<file path="src/logger_pkg.sv">
// Shared constants and types for the triggered data logger
package logger_pkg;

    // ************************************************************
    // Timing
    // ************************************************************
    localparam int CLK_PERIOD_NS    = 5;
    localparam int BASE_PERIOD_US   = 250;
    localparam int BASE_TICK_CYCLES = BASE_PERIOD_US * 1000 / CLK_PERIOD_NS;

    // ************************************************************
    // Buffer sizing
    // ************************************************************
    localparam int BUFFER_BYTES    = 2097152;
    localparam int TIMESTAMP_BYTES = 4;
    localparam int TIMESTAMP_W     = TIMESTAMP_BYTES * 8;
    localparam int MAX_SAMPLES     = BUFFER_BYTES / TIMESTAMP_BYTES;
    localparam int COUNT_W         = $clog2(MAX_SAMPLES + 1);
    localparam int FRACTION_SHIFT  = 2;

    // ************************************************************
    // Modes and states
    // ************************************************************
    typedef enum logic
    {
        OP_SINGLE   = 1'b0,
        OP_CIRCULAR = 1'b1
    } op_mode_t;

    typedef enum logic [1:0]
    {
        TRIG_NONE         = 2'h0,
        BEFORE_EVENT_MODE = 2'h1,
        AFTER_EVENT_MODE  = 2'h2,
        TRIG_COMBINED     = 2'h3
    } trigger_mode_t;

    typedef enum logic [1:0]
    {
        FRAC_QUARTER       = 2'h0,
        FRAC_HALF          = 2'h1,
        FRAC_THREE_QUARTER = 2'h2,
        FRAC_RESERVED      = 2'h3
    } post_fraction_t;

    typedef enum logic [1:0]
    {
        PERIOD_250US  = 2'h0,
        PERIOD_500US  = 2'h1,
        PERIOD_1000US = 2'h2,
        PERIOD_2000US = 2'h3
    } sample_period_t;

    typedef enum logic [2:0]
    {
        ST_IDLE  = 3'h0,
        ST_ARMED = 3'h1,
        ST_LOG   = 3'h2,
        ST_POST  = 3'h3,
        ST_DONE  = 3'h4
    } logger_state_t;

endpackage : logger_pkg

</file>
<file path="src/sample_tick_gen.sv">
// Sample tick divider: one-cycle pulse at the selected sampling period
`timescale 1ns/1ps

module sample_tick_gen #(
    parameter int BASE_CYCLES = logger_pkg::BASE_TICK_CYCLES
) (
    // Clock and reset
    input  wire logic                       clk,
    input  wire logic                       reset,
    // Control
    input  wire logic                       restart,
    input  wire logger_pkg::sample_period_t period_sel,
    // Tick out
    output logic                            tick
);
    import logger_pkg::*;

    localparam int BW = $clog2(BASE_CYCLES);

    logic [BW-1:0] base_cnt_q;
    logic [2:0]    mult_q;
    logic          tick_q;
    logic          base_end;
    logic          mult_end;

    // Number of base periods minus one per sample
    function automatic logic [2:0] mult_limit(input sample_period_t sel);
        case (sel)
            PERIOD_250US:  mult_limit = 3'h0;
            PERIOD_500US:  mult_limit = 3'h1;
            PERIOD_1000US: mult_limit = 3'h3;
            PERIOD_2000US: mult_limit = 3'h7;
            default:       mult_limit = 3'h0;
        endcase
    endfunction : mult_limit

    // End of base period and of the multiple
    assign base_end = (base_cnt_q == BW'(BASE_CYCLES - 1));
    assign mult_end = (mult_q == mult_limit(period_sel));
    assign tick     = tick_q;

    // Base counter, multiplier, tick pulse
    always_ff @(posedge clk)
    begin
        if (reset || restart)
        begin
            base_cnt_q <= '0;
            mult_q     <= 3'h0;
            tick_q     <= 1'b0;
        end
        else
        begin
            base_cnt_q <= base_end ? '0 : base_cnt_q + BW'(1);
            if (base_end)
                mult_q <= mult_end ? 3'h0 : mult_q + 3'h1;
            tick_q <= base_end && mult_end;
        end
    end

endmodule : sample_tick_gen

</file>
<file path="src/triggered_data_logger.sv">
// Triggered sample capture engine with single and circular modes
`timescale 1ns/1ps

module triggered_data_logger #(
    parameter int TICK_CYCLES     = logger_pkg::BASE_TICK_CYCLES,
    parameter int SAMPLE_W        = 64,
    parameter int PAYLOAD_BYTES_W = 16
) (
    // Clock and reset
    input  wire logic                               clk,
    input  wire logic                               reset,
    // Configuration
    input  wire logger_pkg::op_mode_t               op_mode,
    input  wire logger_pkg::trigger_mode_t          trigger_mode,
    input  wire logger_pkg::post_fraction_t         post_trigger_fraction,
    input  wire logger_pkg::sample_period_t         sample_period,
    input  wire logic [logger_pkg::COUNT_W-1:0]     sample_count_setting,
    input  wire logic [PAYLOAD_BYTES_W-1:0]         sample_payload_bytes,
    // Host control
    input  wire logic                               logger_activate_command,
    input  wire logic                               trigger_input,
    // Sample source
    input  wire logic [SAMPLE_W-1:0]                sample_data,
    // Buffer write port
    output logic                                    buf_wr_en,
    output logic [logger_pkg::COUNT_W-1:0]          buf_wr_index,
    output logic [logger_pkg::TIMESTAMP_W+SAMPLE_W-1:0] buf_wr_data,
    // Status
    output logic                                    capture_ready_flag,
    output logic                                    logging_active,
    output logic                                    config_error,
    output logic [logger_pkg::COUNT_W-1:0]          trigger_index
);
    import logger_pkg::*;

    localparam int NB_W = COUNT_W + PAYLOAD_BYTES_W + 1;
    localparam int PW   = COUNT_W + 3;
    localparam int DW   = TIMESTAMP_W + SAMPLE_W;

    // ************************************************************
    // Declarations
    // ************************************************************
    logger_state_t      st_q;
    logger_state_t      st_d;
    logic               act_q;
    logic               trig_q;
    logic               ready_q;
    logic               ready_d;
    logic               err_q;
    logic               err_d;
    logic               active_q;
    op_mode_t           mode_q;
    trigger_mode_t      tmode_q;
    logic [COUNT_W-1:0] limit_q;
    logic [COUNT_W-1:0] post_target_q;
    logic [COUNT_W-1:0] wr_idx_q;
    logic [COUNT_W-1:0] stored_q;
    logic [COUNT_W-1:0] post_cnt_q;
    logic [COUNT_W-1:0] trig_idx_q;
    logic [TIMESTAMP_W-1:0] ts_q;
    logic               wr_en_q;
    logic [COUNT_W-1:0] wr_out_q;
    logic [DW-1:0]      wr_data_q;

    logic               en_rise;
    logic               tr_rise;
    logic               tr_fall;
    logic               tick;
    logic               logging;
    logic               write_now;
    logic               wr_last;
    logic               post_last;
    logic               start;
    logic               pre_style;
    logic               cfg_bad;
    logic [NB_W-1:0]    need_bytes;
    logic [NB_W-1:0]    set_bytes;
    logic [2:0]         frac_num;
    logic [PW-1:0]      post_prod;

    // ************************************************************
    // Edge detection and configuration checks
    // ************************************************************
    assign en_rise   = logger_activate_command && !act_q;
    assign tr_rise   = trigger_input && !trig_q;
    assign tr_fall   = !trigger_input && trig_q;
    assign pre_style = (trigger_mode == BEFORE_EVENT_MODE) || (trigger_mode == TRIG_COMBINED);

    // Bytes needed for the requested count, timestamp included
    assign set_bytes  = NB_W'(sample_payload_bytes) + NB_W'(TIMESTAMP_BYTES);
    assign need_bytes = NB_W'(sample_count_setting) * set_bytes;

    // Refused set-ups: bad mode pairing, bad fraction, empty or oversize
    assign cfg_bad = ((op_mode == OP_SINGLE) && pre_style)
                   || (pre_style && (post_trigger_fraction == FRAC_RESERVED))
                   || (sample_count_setting == '0)
                   || (need_bytes > NB_W'(BUFFER_BYTES));
    assign start   = en_rise && !cfg_bad;

    // Post-trigger sample target from fraction
    assign frac_num  = {1'b0, post_trigger_fraction} + 3'h1;
    assign post_prod = PW'(sample_count_setting) * PW'(frac_num);

    // Write control
    assign logging   = (st_q == ST_LOG) || (st_q == ST_POST);
    assign write_now = tick && logging && logger_activate_command;
    assign wr_last   = (wr_idx_q == limit_q - COUNT_W'(1));
    assign post_last = (post_cnt_q + COUNT_W'(1) >= post_target_q);

    // ************************************************************
    // Sample tick divider
    // ************************************************************
    sample_tick_gen #(
        .BASE_CYCLES (TICK_CYCLES)
    ) u_tick (
        .clk        (clk),
        .reset      (reset),
        .restart    (start),
        .period_sel (sample_period),
        .tick       (tick)
    );

    // ************************************************************
    // Control state machine
    // ************************************************************
    always_comb
    begin
        st_d    = st_q;
        ready_d = ready_q;
        err_d   = err_q;
        case (st_q)
            ST_IDLE, ST_DONE:
            begin
                if (en_rise && cfg_bad)
                    err_d = 1'b1;
                else if (start)
                begin
                    err_d   = 1'b0;
                    ready_d = 1'b0;
                    // Circular after-event waits for the trigger
                    if (op_mode == OP_CIRCULAR && trigger_mode == AFTER_EVENT_MODE)
                        st_d = ST_ARMED;
                    else
                        st_d = ST_LOG;
                end
            end
            ST_ARMED:
            begin
                if (!logger_activate_command)
                    st_d = ST_IDLE;
                else if (tr_rise)
                    st_d = ST_LOG;
            end
            ST_LOG:
            begin
                if (!logger_activate_command)
                begin
                    st_d    = ST_IDLE;
                    ready_d = (stored_q != '0);
                end
                else if (tmode_q == AFTER_EVENT_MODE && tr_fall)
                begin
                    st_d = ST_IDLE;
                    if (mode_q == OP_SINGLE)
                        ready_d = 1'b1;
                    else
                        ready_d = (stored_q != '0) || write_now;
                end
                else if ((tmode_q == BEFORE_EVENT_MODE || tmode_q == TRIG_COMBINED)
                         && tr_rise)
                    st_d = ST_POST;
                else if (write_now && wr_last && mode_q == OP_SINGLE)
                begin
                    st_d    = ST_DONE;
                    ready_d = 1'b1;
                end
                else if (write_now && tmode_q == TRIG_NONE
                         && stored_q == limit_q - COUNT_W'(1))
                    ready_d = 1'b1;
            end
            ST_POST:
            begin
                if (!logger_activate_command)
                begin
                    st_d    = ST_IDLE;
                    ready_d = (stored_q != '0);
                end
                else if (write_now && post_last
                         && (tmode_q == BEFORE_EVENT_MODE || trigger_input))
                begin
                    st_d    = ST_DONE;
                    ready_d = 1'b1;
                end
            end
            default:
                st_d = ST_IDLE;
        endcase
    end

    // State, flags and edge history
    always_ff @(posedge clk)
    begin
        if (reset)
        begin
            st_q     <= ST_IDLE;
            act_q    <= 1'b0;
            trig_q   <= 1'b0;
            ready_q  <= 1'b0;
            err_q    <= 1'b0;
            active_q <= 1'b0;
        end
        else
        begin
            st_q     <= st_d;
            act_q    <= logger_activate_command;
            trig_q   <= trigger_input;
            ready_q  <= ready_d;
            err_q    <= err_d;
            active_q <= (st_d == ST_LOG) || (st_d == ST_POST);
        end
    end

    // ************************************************************
    // Datapath: latched set-up, indices, timestamp
    // ************************************************************
    always_ff @(posedge clk)
    begin
        if (reset)
        begin
            mode_q        <= OP_SINGLE;
            tmode_q       <= TRIG_NONE;
            limit_q       <= '0;
            post_target_q <= '0;
            wr_idx_q      <= '0;
            stored_q      <= '0;
            post_cnt_q    <= '0;
            trig_idx_q    <= '0;
            ts_q          <= '0;
        end
        else if (start && (st_q == ST_IDLE || st_q == ST_DONE))
        begin
            mode_q        <= op_mode;
            tmode_q       <= trigger_mode;
            limit_q       <= sample_count_setting;
            post_target_q <= post_prod[COUNT_W+1:FRACTION_SHIFT];
            wr_idx_q      <= '0;
            stored_q      <= '0;
            post_cnt_q    <= '0;
            trig_idx_q    <= '0;
            ts_q          <= '0;
        end
        else
        begin
            // Timestamp counts sample intervals since activation
            if (tick)
                ts_q <= ts_q + TIMESTAMP_W'(1);
            // Wrap to buffer start after the set count
            if (write_now)
            begin
                wr_idx_q <= wr_last ? '0 : wr_idx_q + COUNT_W'(1);
                if (stored_q != limit_q)
                    stored_q <= stored_q + COUNT_W'(1);
                if (st_q == ST_POST)
                    post_cnt_q <= post_cnt_q + COUNT_W'(1);
            end
            // Position of the first post-trigger sample
            if (st_q == ST_LOG && st_d == ST_POST)
                trig_idx_q <= write_now ? (wr_last ? '0 : wr_idx_q + COUNT_W'(1))
                                        : wr_idx_q;
        end
    end

    // Buffer write register: sample with its timestamp
    always_ff @(posedge clk)
    begin
        if (reset)
        begin
            wr_en_q   <= 1'b0;
            wr_out_q  <= '0;
            wr_data_q <= '0;
        end
        else
        begin
            wr_en_q <= write_now;
            if (write_now)
            begin
                wr_out_q  <= wr_idx_q;
                wr_data_q <= {ts_q, sample_data};
            end
        end
    end

    // Outputs straight from flops
    assign buf_wr_en          = wr_en_q;
    assign buf_wr_index       = wr_out_q;
    assign buf_wr_data        = wr_data_q;
    assign capture_ready_flag = ready_q;
    assign logging_active     = active_q;
    assign config_error       = err_q;
    assign trigger_index      = trig_idx_q;
endmodule : triggered_data_logger

</file>
<file path="config.mk">
export PLATFORM = sky130hd
export DESIGN_NAME = triggered_data_logger
export DESIGN_NICKNAME = d
export VERILOG_FILES = /design/src/logger_pkg.sv /design/src/sample_tick_gen.sv /design/src/triggered_data_logger.sv
export SDC_FILE = /design/constraint.sdc
export NUM_CORES = 2
export LEC_CHECK = 0
export BUFFER_PORTS_ARGS = -buffer_cell sky130_fd_sc_hd__buf_2
export CAP_MARGIN = 25
export CORE_MARGIN = 2
export CORE_UTILIZATION = 62
export CTS_CLUSTER_DIAMETER = 50
export DETAILED_ROUTE_END_ITERATION = 7
export GPL_ROUTABILITY_DRIVEN = 0
export HOLD_SLACK_MARGIN = 0.02
export MAX_ROUTING_LAYER = met4
export PLACE_DENSITY = 0.83
export SLEW_MARGIN = 20
export SYNTH_ARGS = -nofsm -noshare
export SYNTH_HDL_FRONTEND = slang
export SYNTH_SLANG_ARGS = --single-unit
</file>
<file path="constraint.sdc">
create_clock -name clk -period 8.1 [get_ports clk]
set_input_delay 0 -clock clk [delete_from_list [all_inputs] [get_ports clk]]
set_output_delay 0 -clock clk [all_outputs]
set_load 0.02 [all_outputs]
</file>
==> summary.md <==
| Metric | Value |
|---|---|
| Post-DP Area | 0.0292 mm2 |
| Required @ worst endpoint | 8.48 ns |
| Average vias per placed instance | 5.89 |
| Hold crit path type | in -> reg |
| Critical path's slowest cell | or4_1 |
| Setup-failing EPs final | 0 |
| Port-buffer cells | 250 |
| DRT Wirelength | 78.0 mm |
| Die width | 215 um |
| Placed Cells | 4104 |
| Final worst path period share | 0.936 |
| CORE AREA | 0.0440 mm2 |
| Int Pwr | 5.94 mW |
| Synth area leaders | dfxtp_1 22%, fa_1 21%, nand2_1 8.2% |
| Peak supply drop | 0.000804 V |
| Worst Path Max Fanout | 19 |
| Sequential cell area | 0.00601 mm2 |
| Worst Path Arrival | 7.96 ns |
| Top_reg_cell synth | dfxtp_1 |
| Die Height | 215 um |
| R2r worst-path depth | 17 |
| Top-area cell type share of the netlist area | 0.218 |
| Main combinational cell family by area after synthesis | adder cells |
| Synthesized area | 0.0275 mm2 |
| Worst-path clk slew | 0.06 ns |
| Synth unique cells | 78 |
| Syn nets | 3987 |
| Worst-Skew Late Latency | 0.57 ns |
| Pins over their slew limit | 0 |
| Cts bufs inserted | 27 |
| Synth Area in Compound Gates | 0.105 |
| Total GRT Usage | 0.347 |
| Grt ovf | 0 |
| I/O pin cnt | 251 |
| DR WL/cell | 18.1 um |
| EDFF count, synth | 0 |
| Antenna violations before repair | 4 |
| Site row count | 77 |
| Post-route ant nets | 0 |
| CP most frequent cell | fa_1 |
| Clk_skew | 0.0330 ns |
| Hold EP | limit_q[3] |
| PwrDens | 387 mW/mm2 |
| CP Launch Type | primary input |
| # H-tree levels | 1 |
| Clock share of power | 0.114 |
| Worst hold start | sample_count_setting[3] |
| Layout cells sized above 1 | 0.101 |
| CTS tree | done |
| Initial Util | 0.626 |
| Synth Instances | 3427 |
| Clk root buf | clkbuf_16 |
| Syn-to-layout area delta | 14.8% |
| Worst setup EP type | flip-flop |
| Final Core Density | 0.718 |
| RSZ-0062 raised after global routing | no |
| Flops & latches, synth | 300 |
| Sink Count | 300 |
| Cell with the most instances after synthesis | nand2_1 |
| Post-Synth Adder-Cell Area | 0.282 |
| Register area share after synthesis | 0.218 |
| Reg2reg end | st_q[2] |
| Worst-Margin Slew | 1.02 ns |
| Syn Area/Cell | 8.04 um2 |
| Number of global-route vias before repair | 25433 |
| Setup Crit Path Kind | in -> reg |
| Max cap viols | 0 |
| Post-synth ARST share | 0 |
| R2R Setup Slk | 3.70 ns |
| Final Critical Period | 7.58 ns |
| DRC viols | 0 |
| Top cells by count, synth | 599 x nand2_1, 436 x inv_1, 300 x dfxtp_1 |
| Fillers | 3213 |
| Fmax | 0.132 GHz |
| Hold Path Cell Cnt | 3 |
| Flop pwr share | 0.121 |
| Comb power frac | 0.765 |
| Post-synthesis mux area share | 0.00227 |
| Status | completed |
| R2r startpoint | post_cnt_q[0] |
| Clock Path Buffers | 3 |
| Die area | 0.0461 mm2 |
| Fin cells | 4309 |
| XOR/XNOR Fraction of Synth Area | 0.0725 |
| Slowest cell delay on critical path | 0.77 ns |
| Pwr Total | 12.2 mW |
| Leak Pwr | 14.6 nW |
| Switching Fraction | 0.514 |
| Largest net degree at the start of global routing | 110 |
| CP startpoint | sample_payload_bytes[2] |
| Max_slew headroom | 0.320 |
| Cell taking the most area after synthesis | dfxtp_1 |
| Dpl hpwl | 50.7 mm |
| Total iterations of the first detailed-routing run | 8 |
| Vias | 25365 |
| Fin. Hold Viols | 0 |
| Simple-gate share of the synthesized area | 0.228 |
| Cell area after layout | 0.0316 mm2 |
| Starting DRT DRC Count | 2557 |
| Multi-input combinational cell area | 0.0191 mm2 |
| Ys Warns | 0 |
| Global-route wire length before repair | 128 mm |
| Nets | 4249 |
| Net Sw Power | 6.29 mW |
==> layer usage <==
layer,track usage,vias up,part of all wire
met5,-,-,0
met4,0.162,0,0.057
met3,0.0466,366,0.077
met2,0.567,1297,0.48
met1,0.428,12178,0.39
li1,-,11524,-
==> kinds of logic after synthesis <==
logic type / count (synthesis)
XOR/XNOR: 228
AO/OA/AOI/OAI: 471
AND/OR/NAND/NOR: 1321
adder cells (fa/ha/maj): 449
buffers and inverters: 652
flip-flops: 300
multiplexers: 6
==> final cells by class <==
class | count | area share
antenna | 7 | 0.000554
inverter | 436 | 0.0518
clock inverter | 13 | 0.00562
sequential | 300 | 0.190
clock buffer | 37 | 0.0238
timing repair buffer | 449 | 0.102
tap | 592 | 0.0234
multi-input combinational | 2475 | 0.603
==> registers in the layout, indices dropped and copies added, names as in the netlist, 2 cells and up <==
register / cells
stored_q: 20
limit_q: 20
buf_wr_data: 96
post_cnt_q: 20
trigger_index: 20
post_target_q: 20
tmode_q: 2
buf_wr_index: 20
st_q: 3
ts_q: 32
u_tick.mult_q: 3
wr_idx_q: 20
u_tick.base_cnt_q: 16
==> stage by stage <==
| stage | setup TNS [ns] | worst slack, ns | hold slack (ns) |
|---|---|---|---|
| finish | 0 | 0.519 | 0.0435 |
| detailed placement | -0.157 | -0.0233 | 0.246 |
| floorplan | 0 | 0.769 | 0.128 |
| global placement | 0 | 0.238 | 0.240 |
| CTS | 0 | 0.530 | 0.0223 |
| global route | 0 | 0.0296 | 0.0537 |
==> worst max path at each step <==
| stage | endpoint | slack, ns | cells after the start |
|---|---|---|---|
| after detailed placement | u_tick.base_cnt_q[14] | -0.02 | 28 |
| after global placement | u_tick.base_cnt_q[10] | 0.24 | 29 |
| after floorplan | wr_idx_q[1] | 0.77 | 31 |
| after CTS | u_tick.base_cnt_q[14] | 0.53 | 28 |
| final | post_target_q[8] | 0.52 | 27 |
| after global routing | post_target_q[8] | 0.03 | 30 |
==> power by group through the flow <==
stage / logic [mW] / clock network (mW) / registers, mW
detailed placement: 9.04 / 0 / 1.52
global route: 10.6 / 1.45 / 1.48
finish: 9.35 / 1.39 / 1.48
floorplan: 6.97 / 0 / 1.52
CTS: 9.14 / 1.36 / 1.48
global placement: 8.92 / 0 / 1.52
==> repair_timing <==
action / in CTS / in global routing
hold endpoints to repair: 106 / 0
hold buffers: 147 / 0
setup buffers: 0 / 0
gates resized for setup: 0 / 2
setup endpoints to repair: 0 / 19
==> cell usage in the layout (no fill, tap or decap), drive strengths merged, types with 6 or more instances in the layout <==
cell and instances:
nand2 599, inv 438, buf 302, dfxtp 300
fa 288, a21oi 243, nor2 198, ha 161
dlygate4sd3 147, and2 127, xnor2 121, xor2 107
nand4 74, nand3 69, nor3 48, o31ai 45
nand2b 43, o21ai 42, and3 37, clkbuf 37
nor2b 26, a21o 26, or3 26, nor4 26
a211oi 21, a31oi 15, o21a 11, o211ai 11
and4 9, or4 8, diode 7, a211o 7
or2 6, clkinv 6
==> worst max-delay path, delay by kind of cell <==
kind	cells	cell delay (ns)
AOI/OAI and AO/OA	5	1.09
buffers and inverters	5	0.77
and+or+nand+nor	7	1.93
xor gates and xnor gates	2	0.41
adders and majority gates	8	3.74
Note: power is estimated with default switching activity, not from simulation.
